<file path="config.mk">
export PLATFORM = sky130hd
export DESIGN_NAME = ptc_regs
export DESIGN_NICKNAME = d
export VERILOG_FILES = /design/src/pkg/ptc_pkg.sv /design/src/ptc_mlt3_wave.sv /design/src/ptc_regs.sv /design/src/ptc_square_wave.sv
export SDC_FILE = /design/constraint.sdc
export NUM_CORES = 1
export LEC_CHECK = 0
export ABC_AREA = 0
export BUFFER_PORTS_ARGS = -buffer_cell sky130_fd_sc_hd__buf_2
export CELL_PAD_IN_SITES_DETAIL_PLACEMENT = 1
export CELL_PAD_IN_SITES_GLOBAL_PLACEMENT = 1
export CORE_MARGIN = 1
export CORE_UTILIZATION = 31
export CTS_CLUSTER_DIAMETER = 40
export DETAILED_ROUTE_END_ITERATION = 12
export PLACE_DENSITY = 0.87
export SYNTH_ARGS = -nofsm -noshare
export SYNTH_HDL_FRONTEND = slang
export SYNTH_SLANG_ARGS = --single-unit
</file>
<file path="constraint.sdc">
create_clock -name clk_sys_i -period 1.7 [get_ports clk_sys_i]
set_input_delay 0.51 -clock clk_sys_i [delete_from_list [all_inputs] [get_ports clk_sys_i]]
set_output_delay 0.51 -clock clk_sys_i [all_outputs]
set_load 0.05 [all_outputs]
</file>
<file path="src/pkg/ptc_pkg.sv">
// constants shared by the phy test and configuration register group
// assumes a single 25 mhz core clock and 16-bit management data
`default_nettype none
package ptc_pkg;
  // register offsets in the management address space
  localparam logic [15:0] OFS_LOW_VOLTAGE_10M = 16'hb403;
  localparam logic [15:0] OFS_TENMEG_TEST     = 16'hb412;
  localparam logic [15:0] OFS_FAST_TX_TEST    = 16'hb413;
  localparam logic [15:0] OFS_RX_TERM         = 16'hb685;
  localparam logic [15:0] OFS_CABLE_DIAG      = 16'hba1b;

  // field positions and widths
  localparam int unsigned BIT_ENABLE = 0;
  localparam int unsigned SEL_W      = 3;

  // reset values of the stored fields
  localparam logic       RST_LOW_VOLTAGE_10M = 1'h1;
  localparam logic [2:0] RST_TENMEG_TEST     = 3'h0;
  localparam logic [2:0] RST_FAST_TX_TEST    = 3'h0;
  localparam logic       RST_RX_TERM         = 1'h1;
  localparam logic       RST_CABLE_DIAG      = 1'h0;

  // 10 mbps square-wave selector codes
  localparam logic [2:0] TEN_OFF      = 3'h0;
  localparam logic [2:0] TEN_10M_DIM0 = 3'h1;
  localparam logic [2:0] TEN_10M_DIM1 = 3'h2;
  localparam logic [2:0] TEN_5M_DIM0  = 3'h3;
  localparam logic [2:0] TEN_5M_DIM1  = 3'h4;

  // 100 mbps mlt3 selector codes
  localparam logic [2:0] FAST_OFF        = 3'h0;
  localparam logic [2:0] FAST_SHORT_ALT  = 3'h2;
  localparam logic [2:0] FAST_SHORT_DIM0 = 3'h3;
  localparam logic [2:0] FAST_LONG_DIM1  = 3'h4;

  // mlt3 level encoding on the driver port
  localparam logic [1:0] MLT3_ZERO = 2'h0;
  localparam logic [1:0] MLT3_POS  = 2'h1;
  localparam logic [1:0] MLT3_NEG  = 2'h3;

  // timing: times in ns, counts in core clock cycles
  localparam int unsigned CLK_NS        = 40;
  localparam int unsigned HALF_10M_NS   = 50;
  localparam int unsigned HALF_5M_NS    = 100;
  localparam int unsigned DWELL_SHORT_NS = 16;
  localparam int unsigned DWELL_LONG_NS  = 112;
  // all times round down, never below one cycle
  localparam int unsigned HALF_10M_CYC =
    (HALF_10M_NS / CLK_NS < 1) ? 1 : HALF_10M_NS / CLK_NS;
  localparam int unsigned HALF_5M_CYC =
    (HALF_5M_NS / CLK_NS < 1) ? 1 : HALF_5M_NS / CLK_NS;
  localparam int unsigned DWELL_SHORT_CYC =
    (DWELL_SHORT_NS / CLK_NS < 1) ? 1 : DWELL_SHORT_NS / CLK_NS;
  localparam int unsigned DWELL_LONG_CYC =
    (DWELL_LONG_NS / CLK_NS < 1) ? 1 : DWELL_LONG_NS / CLK_NS;
  localparam int unsigned CNT_W = 4;
endpackage
`default_nettype wire

</file>
<file path="src/ptc_mlt3_wave.sv">
// 100 mbps mlt3 test waveform generator
// assumes the selector is a registered field of the register group
`default_nettype none
module ptc_mlt3_wave (
  input  wire logic       clk_sys_i,  // core clock
  input  wire logic       rst_n_i,    // async reset, active low
  input  wire logic [2:0] sel_i,      // test selector code
  output logic            dim0_en_o,  // waveform on dimension 0
  output logic            dim1_en_o,  // waveform on dimension 1
  output logic [1:0]      level_o     // mlt3 level code
);
  typedef enum logic [1:0] {
    ST_ZERO_A, ST_POS, ST_ZERO_B, ST_NEG
  } ptc_mlt3_t;
  ptc_mlt3_t  st_q;
  logic [3:0] dwell;
  logic [3:0] cnt_q;
  logic       step;
  logic       active;

  // decode; 010 mirrors 011, everything unlisted is off
  always_comb begin
    dim0_en_o = 1'b0;
    dim1_en_o = 1'b0;
    dwell     = 4'(ptc_pkg::DWELL_SHORT_CYC);
    case (sel_i)
      ptc_pkg::FAST_SHORT_DIM0,
      ptc_pkg::FAST_SHORT_ALT: dim0_en_o = 1'b1;
      ptc_pkg::FAST_LONG_DIM1: begin
        dim1_en_o = 1'b1;
        dwell     = 4'(ptc_pkg::DWELL_LONG_CYC);
      end
      default: ;
    endcase
  end
  // end of dwell; >= so a long-to-short switch mid-count steps at once
  assign active = dim0_en_o | dim1_en_o;
  assign step   = active && (cnt_q >= dwell - 4'h1);

  // dwell counter; 16 ns is below one clock so it clamps to one
  always_ff @(posedge clk_sys_i or negedge rst_n_i) begin
    if (!rst_n_i) begin
      cnt_q <= 4'h0;
    end else if (!active || step) begin
      cnt_q <= 4'h0;
    end else begin
      cnt_q <= cnt_q + 4'h1;
    end
  end

  // level sequence zero, positive, zero, negative, repeating
  always_ff @(posedge clk_sys_i or negedge rst_n_i) begin
    if (!rst_n_i) begin
      st_q <= ST_ZERO_A;
    end else if (!active) begin
      st_q <= ST_ZERO_A;
    end else if (step) begin
      case (st_q)
        ST_ZERO_A: st_q <= ST_POS;
        ST_POS:    st_q <= ST_ZERO_B;
        ST_ZERO_B: st_q <= ST_NEG;
        ST_NEG:    st_q <= ST_ZERO_A;
        default:   st_q <= ST_ZERO_A;
      endcase
    end
  end

  // level code; zero from the first clock edge after going idle
  always_comb begin
    case (st_q)
      ST_POS:  level_o = ptc_pkg::MLT3_POS;
      ST_NEG:  level_o = ptc_pkg::MLT3_NEG;
      default: level_o = ptc_pkg::MLT3_ZERO;
    endcase
  end
endmodule
`default_nettype wire

</file>
<file path="src/ptc_regs.sv">
// phy test and configuration register group with its pattern sources
// assumes a decoded management port: one access per cycle, 16-bit data
//
// How it works
// - bit 0 of the low-voltage register enables 10BASE-Te, resets to one
// - three-bit 10 mbps selector gives the 5 and 10 mhz square waves as 6.25 and 12.5 mhz
// - selector code 000 means no test signal; reset value is 000
// - codes 001 and 010 give 10 mhz on dimension 0 and 1
// - codes 011 and 100 give 5 mhz on dimension 0 and 1
// - 100 mbps test steps zero, positive, zero, negative, repeating
// - each mlt3 level dwells short (16 ns, clamped to one 40 ns clock) or long (112 ns, rounded down to 80 ns)
// - 100 mbps selector code 000 disables the waveform; reset value
// - 100 mbps code 100 gives long dwell on dimension 1
// - 100 mbps codes 011 and 010 give short dwell on dimension 0
// - termination bit resets to one; zero selects lowest common-mode Z
// - writing one to the diagnostic start bit launches a cable run
// - start bit clears itself when the run finishes
`default_nettype none
module ptc_regs (
  input  wire logic        clk_sys_i,        // core clock, 25 mhz
  input  wire logic        rst_n_i,          // async reset, active low
  input  wire logic [15:0] mgmt_addr_i,      // register address
  input  wire logic        mgmt_wr_i,        // write strobe
  input  wire logic [15:0] mgmt_wdata_i,     // write data
  input  wire logic        mgmt_rd_i,        // read strobe
  output logic      [15:0] mgmt_rdata_o,     // read data, next cycle
  output logic             mgmt_rvalid_o,    // read data valid pulse
  output logic             low_voltage_10m_o, // 10BASE-Te enable level
  output logic             rx_termination_low_power_o, // term select
  output logic             ten_dim0_en_o,    // 10m pattern on dim 0
  output logic             ten_dim1_en_o,    // 10m pattern on dim 1
  output logic             ten_level_o,      // 10m square-wave level
  output logic             fast_dim0_en_o,   // mlt3 pattern on dim 0
  output logic             fast_dim1_en_o,   // mlt3 pattern on dim 1
  output logic       [1:0] fast_level_o,     // mlt3 level code
  output logic             cable_diag_go_o,  // start pulse to engine
  input  wire logic        cable_diag_done_i // engine finished pulse
);
  logic       low_voltage_10m_q;
  logic [2:0] tenmeg_test_signal_select_q;
  logic [2:0] fast_tx_test_waveform_select_q;
  logic       rx_termination_low_power_q;
  logic       cable_diag_start_q;
  logic [15:0] rdata_d;
  logic       wr_lv;
  logic       wr_ten;
  logic       wr_fast;
  logic       wr_term;
  logic       wr_diag;
  logic       diag_launch;

  // write decode, one strobe per register
  assign wr_lv   = mgmt_wr_i && (mgmt_addr_i == ptc_pkg::OFS_LOW_VOLTAGE_10M);
  assign wr_ten  = mgmt_wr_i && (mgmt_addr_i == ptc_pkg::OFS_TENMEG_TEST);
  assign wr_fast = mgmt_wr_i && (mgmt_addr_i == ptc_pkg::OFS_FAST_TX_TEST);
  assign wr_term = mgmt_wr_i && (mgmt_addr_i == ptc_pkg::OFS_RX_TERM);
  assign wr_diag = mgmt_wr_i && (mgmt_addr_i == ptc_pkg::OFS_CABLE_DIAG);

  // launch only from idle, so a rewrite during a run is not a new run
  assign diag_launch = wr_diag && mgmt_wdata_i[ptc_pkg::BIT_ENABLE]
                       && !cable_diag_start_q;

  // 10BASE-Te enable, only bit 0 is stored
  always_ff @(posedge clk_sys_i or negedge rst_n_i) begin
    if (!rst_n_i) begin
      low_voltage_10m_q <= ptc_pkg::RST_LOW_VOLTAGE_10M;
    end else if (wr_lv) begin
      low_voltage_10m_q <= mgmt_wdata_i[ptc_pkg::BIT_ENABLE];
    end
  end

  // 10 mbps test selector
  always_ff @(posedge clk_sys_i or negedge rst_n_i) begin
    if (!rst_n_i) begin
      tenmeg_test_signal_select_q <= ptc_pkg::RST_TENMEG_TEST;
    end else if (wr_ten) begin
      tenmeg_test_signal_select_q <= mgmt_wdata_i[2:0];
    end
  end

  // 100 mbps test selector
  always_ff @(posedge clk_sys_i or negedge rst_n_i) begin
    if (!rst_n_i) begin
      fast_tx_test_waveform_select_q <= ptc_pkg::RST_FAST_TX_TEST;
    end else if (wr_fast) begin
      fast_tx_test_waveform_select_q <= mgmt_wdata_i[2:0];
    end
  end

  // receive termination select
  always_ff @(posedge clk_sys_i or negedge rst_n_i) begin
    if (!rst_n_i) begin
      rx_termination_low_power_q <= ptc_pkg::RST_RX_TERM;
    end else if (wr_term) begin
      rx_termination_low_power_q <= mgmt_wdata_i[ptc_pkg::BIT_ENABLE];
    end
  end

  // diagnostic start: a launch in the done cycle wins over the clear;
  // writing zero never aborts a run, the engine owns the end of it
  always_ff @(posedge clk_sys_i or negedge rst_n_i) begin
    if (!rst_n_i) begin
      cable_diag_start_q <= ptc_pkg::RST_CABLE_DIAG;
    end else if (diag_launch) begin
      cable_diag_start_q <= 1'b1;
    end else if (cable_diag_done_i) begin
      cable_diag_start_q <= 1'b0;
    end
  end

  // one-cycle go pulse to the measurement engine; standby is software's
  always_ff @(posedge clk_sys_i or negedge rst_n_i) begin
    if (!rst_n_i) begin
      cable_diag_go_o <= 1'b0;
    end else begin
      cable_diag_go_o <= diag_launch;
    end
  end

  // read mux; upper bits and unmapped addresses read zero
  always_comb begin
    rdata_d = 16'h0000;
    case (mgmt_addr_i)
      ptc_pkg::OFS_LOW_VOLTAGE_10M: rdata_d[0] = low_voltage_10m_q;
      ptc_pkg::OFS_TENMEG_TEST:  rdata_d[2:0] = tenmeg_test_signal_select_q;
      ptc_pkg::OFS_FAST_TX_TEST: rdata_d[2:0] = fast_tx_test_waveform_select_q;
      ptc_pkg::OFS_RX_TERM:      rdata_d[0] = rx_termination_low_power_q;
      ptc_pkg::OFS_CABLE_DIAG:   rdata_d[0] = cable_diag_start_q;
      default: rdata_d = 16'h0000;
    endcase
  end

  // registered read answer, one cycle after the strobe
  always_ff @(posedge clk_sys_i or negedge rst_n_i) begin
    if (!rst_n_i) begin
      mgmt_rdata_o  <= 16'h0000;
      mgmt_rvalid_o <= 1'b0;
    end else begin
      mgmt_rvalid_o <= mgmt_rd_i;
      if (mgmt_rd_i) begin
        mgmt_rdata_o <= rdata_d;
      end
    end
  end

  assign low_voltage_10m_o          = low_voltage_10m_q;
  assign rx_termination_low_power_o = rx_termination_low_power_q;

  // 10 mbps square-wave source
  ptc_square_wave u_square (
    .clk_sys_i (clk_sys_i),
    .rst_n_i   (rst_n_i),
    .sel_i     (tenmeg_test_signal_select_q),
    .dim0_en_o (ten_dim0_en_o),
    .dim1_en_o (ten_dim1_en_o),
    .level_o   (ten_level_o)
  );

  // 100 mbps mlt3 waveform source
  ptc_mlt3_wave u_mlt3 (
    .clk_sys_i (clk_sys_i),
    .rst_n_i   (rst_n_i),
    .sel_i     (fast_tx_test_waveform_select_q),
    .dim0_en_o (fast_dim0_en_o),
    .dim1_en_o (fast_dim1_en_o),
    .level_o   (fast_level_o)
  );
endmodule
`default_nettype wire

</file>
<file path="src/ptc_square_wave.sv">
// 10 mbps square-wave test pattern generator
// assumes the selector is a registered field of the register group
`default_nettype none
module ptc_square_wave (
  input  wire logic       clk_sys_i,  // core clock
  input  wire logic       rst_n_i,    // async reset, active low
  input  wire logic [2:0] sel_i,      // test selector code
  output logic            dim0_en_o,  // pattern drives dimension 0
  output logic            dim1_en_o,  // pattern drives dimension 1
  output logic            level_o     // square-wave level
);
  logic [3:0] half_cyc;
  logic [3:0] cnt_q;
  logic       tick;
  logic       active;

  // decode; reserved and disabled codes leave both dimensions idle
  always_comb begin
    dim0_en_o = 1'b0;
    dim1_en_o = 1'b0;
    half_cyc  = 4'(ptc_pkg::HALF_10M_CYC);
    case (sel_i)
      ptc_pkg::TEN_10M_DIM0: dim0_en_o = 1'b1;
      ptc_pkg::TEN_10M_DIM1: dim1_en_o = 1'b1;
      ptc_pkg::TEN_5M_DIM0: begin
        dim0_en_o = 1'b1;
        half_cyc  = 4'(ptc_pkg::HALF_5M_CYC);
      end
      ptc_pkg::TEN_5M_DIM1: begin
        dim1_en_o = 1'b1;
        half_cyc  = 4'(ptc_pkg::HALF_5M_CYC);
      end
      default: ;
    endcase
  end
  // end of half period; >= so a shorter period picked mid-count never
  // lets the counter run on and wrap before the next toggle
  assign active = dim0_en_o | dim1_en_o;
  assign tick   = active && (cnt_q >= half_cyc - 4'h1);

  // half-period divider; 10 mhz is coarse at this clock rate
  always_ff @(posedge clk_sys_i or negedge rst_n_i) begin
    if (!rst_n_i) begin
      cnt_q <= 4'h0;
    end else if (!active || tick) begin
      cnt_q <= 4'h0;
    end else begin
      cnt_q <= cnt_q + 4'h1;
    end
  end

  // level toggles on each half-period enable, rests low when idle
  always_ff @(posedge clk_sys_i or negedge rst_n_i) begin
    if (!rst_n_i) begin
      level_o <= 1'b0;
    end else if (!active) begin
      level_o <= 1'b0;
    end else if (tick) begin
      level_o <= ~level_o;
    end
  end
endmodule
`default_nettype wire

</file>
==> metrics.md <==
| Metric | Value |
|---|---|
| Vias per cell | `4.63` |
| Via count | `1217` |
| Reg2reg start | `fast_tx_test_waveform_select_q[0]` |
| Mapped Area | `1410 sq um` |
| Simple-Gate Fraction of Synth Area | `around 22%` |
| CP Max Fanout | `4` |
| Top_reg_cell synth | `dfrtp_1` |
| Final nets | `257` |
| First-pass detailed-route iteration total | `3` |
| Worst relative slew slack | `a little over three fifths` |
| R2R depth | `6` |
| CTS max path bufs | `2` |
| Compound-Gate Fraction of Synth Area | `3.91%` |
| Placed inst area | `1770 sq um` |
| Max_cap viols | `0` |
| Slew @ Worst Pin | `around 0.56 ns` |
| Syn_area_per_cell | `10.3 sq um` |
| First-pass GRT wire length | `roughly 5700 um` |
| #FFs+latches synth | `25` |
| Ys async rst share | `100%` |
| # hold bufs at CTS | `0` |
| Die Y | `69.4 um` |
| Reg2reg setup slack | `-0.07 ns` |
| CTS Sinks | `25` |
| Largest net degree at the start of global routing | `26` |
| Largest family of logic cells by synthesized area | `simple AND/OR/NAND/NOR gates` |
| Setup TNS | `-0.345 ns` |
| CTS tree | `yes` |
| Final hold vios | `0` |
| Port bufs | `37` |
| GP Congestion | `between 0.7 and 0.8` |
| Core ar. | `between 4000 and 5000 sq um` |
| Worst Path Arrival | `1.29 ns` |
| Startpoint types | `flop` |
| Pwr dens | `between 500 and 600 nW/um^2` |
| Post-synthesis mux area share | `9.43%` |
| Critical path class | `reg2out` |
| FP Rows | `24` |
| Outcome | `finished with violations` |
| Maximum operating frequency | `0.556 GHz` |
| Clock Skew | `0.00118 ns` |
| Routed Antenna Nets | `0` |
| Vias in the first global route | `1245` |
| Post-Synth XOR/XNOR Area | `3.11%` |
| Final setup margin | `-0.0998 ns` |
| Dpl hpwl | `~2600 um` |
| Wire length per cell | `13.6 um` |
| Final setup viols | `9` |
| Post-Place Cells | `243` |
| Max VDD drop | `0.000283 V` |
| WP data required | `approximately 1.2 ns` |
| DRT Wirelength | `around 3600 um` |
| Synth warnings | `0` |
| Io pins | `64` |
| DIE AREA | `4810 sq um` |
| Initial Util | `32.3%` |
| Detailed router's first-iteration violation count | `30` |
| Period utilisation layout | `106%` |
| Synth area leader | `dfrtp_1` |
| Design area | `2130 sq um` |
| Area Growth Syn to Fin | `51.2%` |
| Root Driver | `clkbuf_8` |
| GR Util All Layers | `14.9%` |
| Gate Count Post-Synth | `136` |
| Worst hold slack | `0.226 ns` |
| Crit Reg-Reg Endpoint | `u_mlt3.st_q[1]` |
| CP Capture Type | `output port` |
| Crit path time final | `1.80 ns` |
| Failing checks | `setup timing` |
| Die X | `69.4 um` |
| Final non-filler cell total | `263` |
| Final core utilization | `about half` |
| Initial antenna violation count | `0` |
| Lkg Pwr | `1.02 nW` |
| Layout cell share with drive strength beyond 1 | `51.2%` |
| Number of synthesized flops with an enable pin | `0` |
| Antenna cells | `0` |
| GRT Residual Overflow | `0` |
| Synth area leaders | `dfrtp_1, ha_1, buf_4, mux2_2, dfstp_2` |
| Total CTS buffers | `3` |
| Hold crit path type | `in2async` |
| Synth Area in Adders | `between 7 and 8%` |
| Sequential share of the synthesized area | `between 40% and 50%` |
| Final slew viol count | `0` |
| # DRC | `0` |
| H-tree depth reported by CTS | `1` |
| RSZ-0062 raised after global routing | `true` |
| Clk slew on worst S/H paths | `0.08 ns` |
| Post-synth top area share | `40.9%` |
| Synth cell types | `33` |
| Clk Latency, worst-skew pair | `roughly 0.26 ns` |
==> state kept, by name, summed over array words and instances (netlist names), 2 cells and up <==
name                            flops
u_mlt3.cnt_q                        4
u_square.cnt_q                      4
fast_tx_test_waveform_select_q      3
mgmt_rdata_o                        3
tenmeg_test_signal_select_q         3
u_mlt3.st_q                         2
==> cells in the final DEF (no fill, tap or decap), types with 2 or more instances in the layout <==
master and instances:
buf_2 30, buf_4 28, dfrtp_1 22, conb_1 15, inv_1 9, nor2_1 9, buf_6 9, nand2_1 7
mux2_2 7, xnor2_1 5, ha_1 5, buf_8 4, and3_1 3, nand4b_1 3, nor4_1 3, nand2b_1 3
nor3_1 3, clkbuf_8 3, nor2b_4 2, nor2_2 2, nor4_4 2, nand3_1 2, mux2_1 2, mux2i_1 2
o22ai_1 2, o21ai_0 2, ha_2 2, dfstp_2 2
==> worst max-delay path by stage <==
stage / from / endpoint / slack [ns] / cells past startpoint
2_1_floorplan: fast_tx_test_waveform_select_q[0] / u_mlt3.cnt_q[2] / -0.38 / 6
3_3_place_gp: mgmt_addr_i[3] / tenmeg_test_signal_select_q[1] / -0.34 / 5
3_5_place_dp: mgmt_addr_i[3] / tenmeg_test_signal_select_q[1] / -0.36 / 5
4_1_cts: u_mlt3.st_q[1] / fast_level_o[0] / -0.09 / 3
5_1_grt: fast_tx_test_waveform_select_q[0] / u_mlt3.st_q[1] / -0.19 / 6
6_report: u_mlt3.st_q[1] / fast_level_o[0] / -0.1 / 3
==> worst max-delay path: stages, from the launching register on <==
cell	delay, ns
dfrtp_1	0.43
ha_2	0.19
or2_4	0.25
buf_8	0.15
==> per-stage QoR <==
step | power (W) | setup WS (ns)
final | 0.00111 | -0.0998
after detailed placement | 0.000768 | -0.359
after global placement | 0.000765 | -0.337
after CTS | 0.00113 | -0.0933
after global routing | 0.00116 | -0.186
after floorplan | 0.000727 | -0.378
==> what timing repair did <==
| item | in CTS | in global routing |
|---|---|---|
| setup buffers | 11 | 5 |
| gates resized for setup | 27 | 19 |
| pin swaps | 6 | 9 |
| setup endpoints to repair | 21 | 24 |
==> logic make-up after synthesis <==
| logic type | after synthesis |
|---|---|
| AOI/OAI and AO/OA | 9 |
| xor gates and xnor gates | 5 |
| adders and majority gates | 8 |
| buffers and inverters | 24 |
| DFF | 25 |
| muxes | 12 |
| other | 1 |
| and+or+nand+nor | 52 |
==> power breakdown <==
group / total (W) / internal, W / switching [W]
clock network: 0.000346 / 0.000167 / 0.000179
logic: 0.000163 / 0.0000428 / 0.000120
registers: 0.000602 / 0.000600 / 0.00000265
total: 0.00111 / 0.000810 / 0.000302
==> synth_stat cells (2+ instances only) <==
| cell | number |
|---|---|
| dfrtp_1 | 23 |
| buf_4 | 13 |
| nor2_1 | 11 |
| inv_1 | 10 |
| ha_1 | 8 |
| nand2_1 | 8 |
| mux2_2 | 7 |
| nor4_1 | 6 |
| xnor2_1 | 5 |
| nand2b_1 | 4 |
| nor3_1 | 4 |
| o21ai_0 | 4 |
| and3_1 | 3 |
| mux2_1 | 3 |
| nand4b_1 | 3 |
| and2_1 | 2 |
| dfstp_2 | 2 |
| mux2i_1 | 2 |
| nand3_1 | 2 |
| nor2b_1 | 2 |
| o22ai_1 | 2 |
==> final cells by class <==
type                       instances  area [sq um]
tap                               52          65.1
inverter                          10          37.5
fill                             488          2230
clock buffer                       4          45.0
timing repair buffer              71           522
multi-input combinational        101           828
sequential                        25           629
==> layer usage <==
layer	track usage, %	part of all wire, %
met5	0	0
met4	4.54	0.90
met3	2.33	3.1
met2	27.7	56
met1	17.5	40
(Power assumes the default switching activity.)
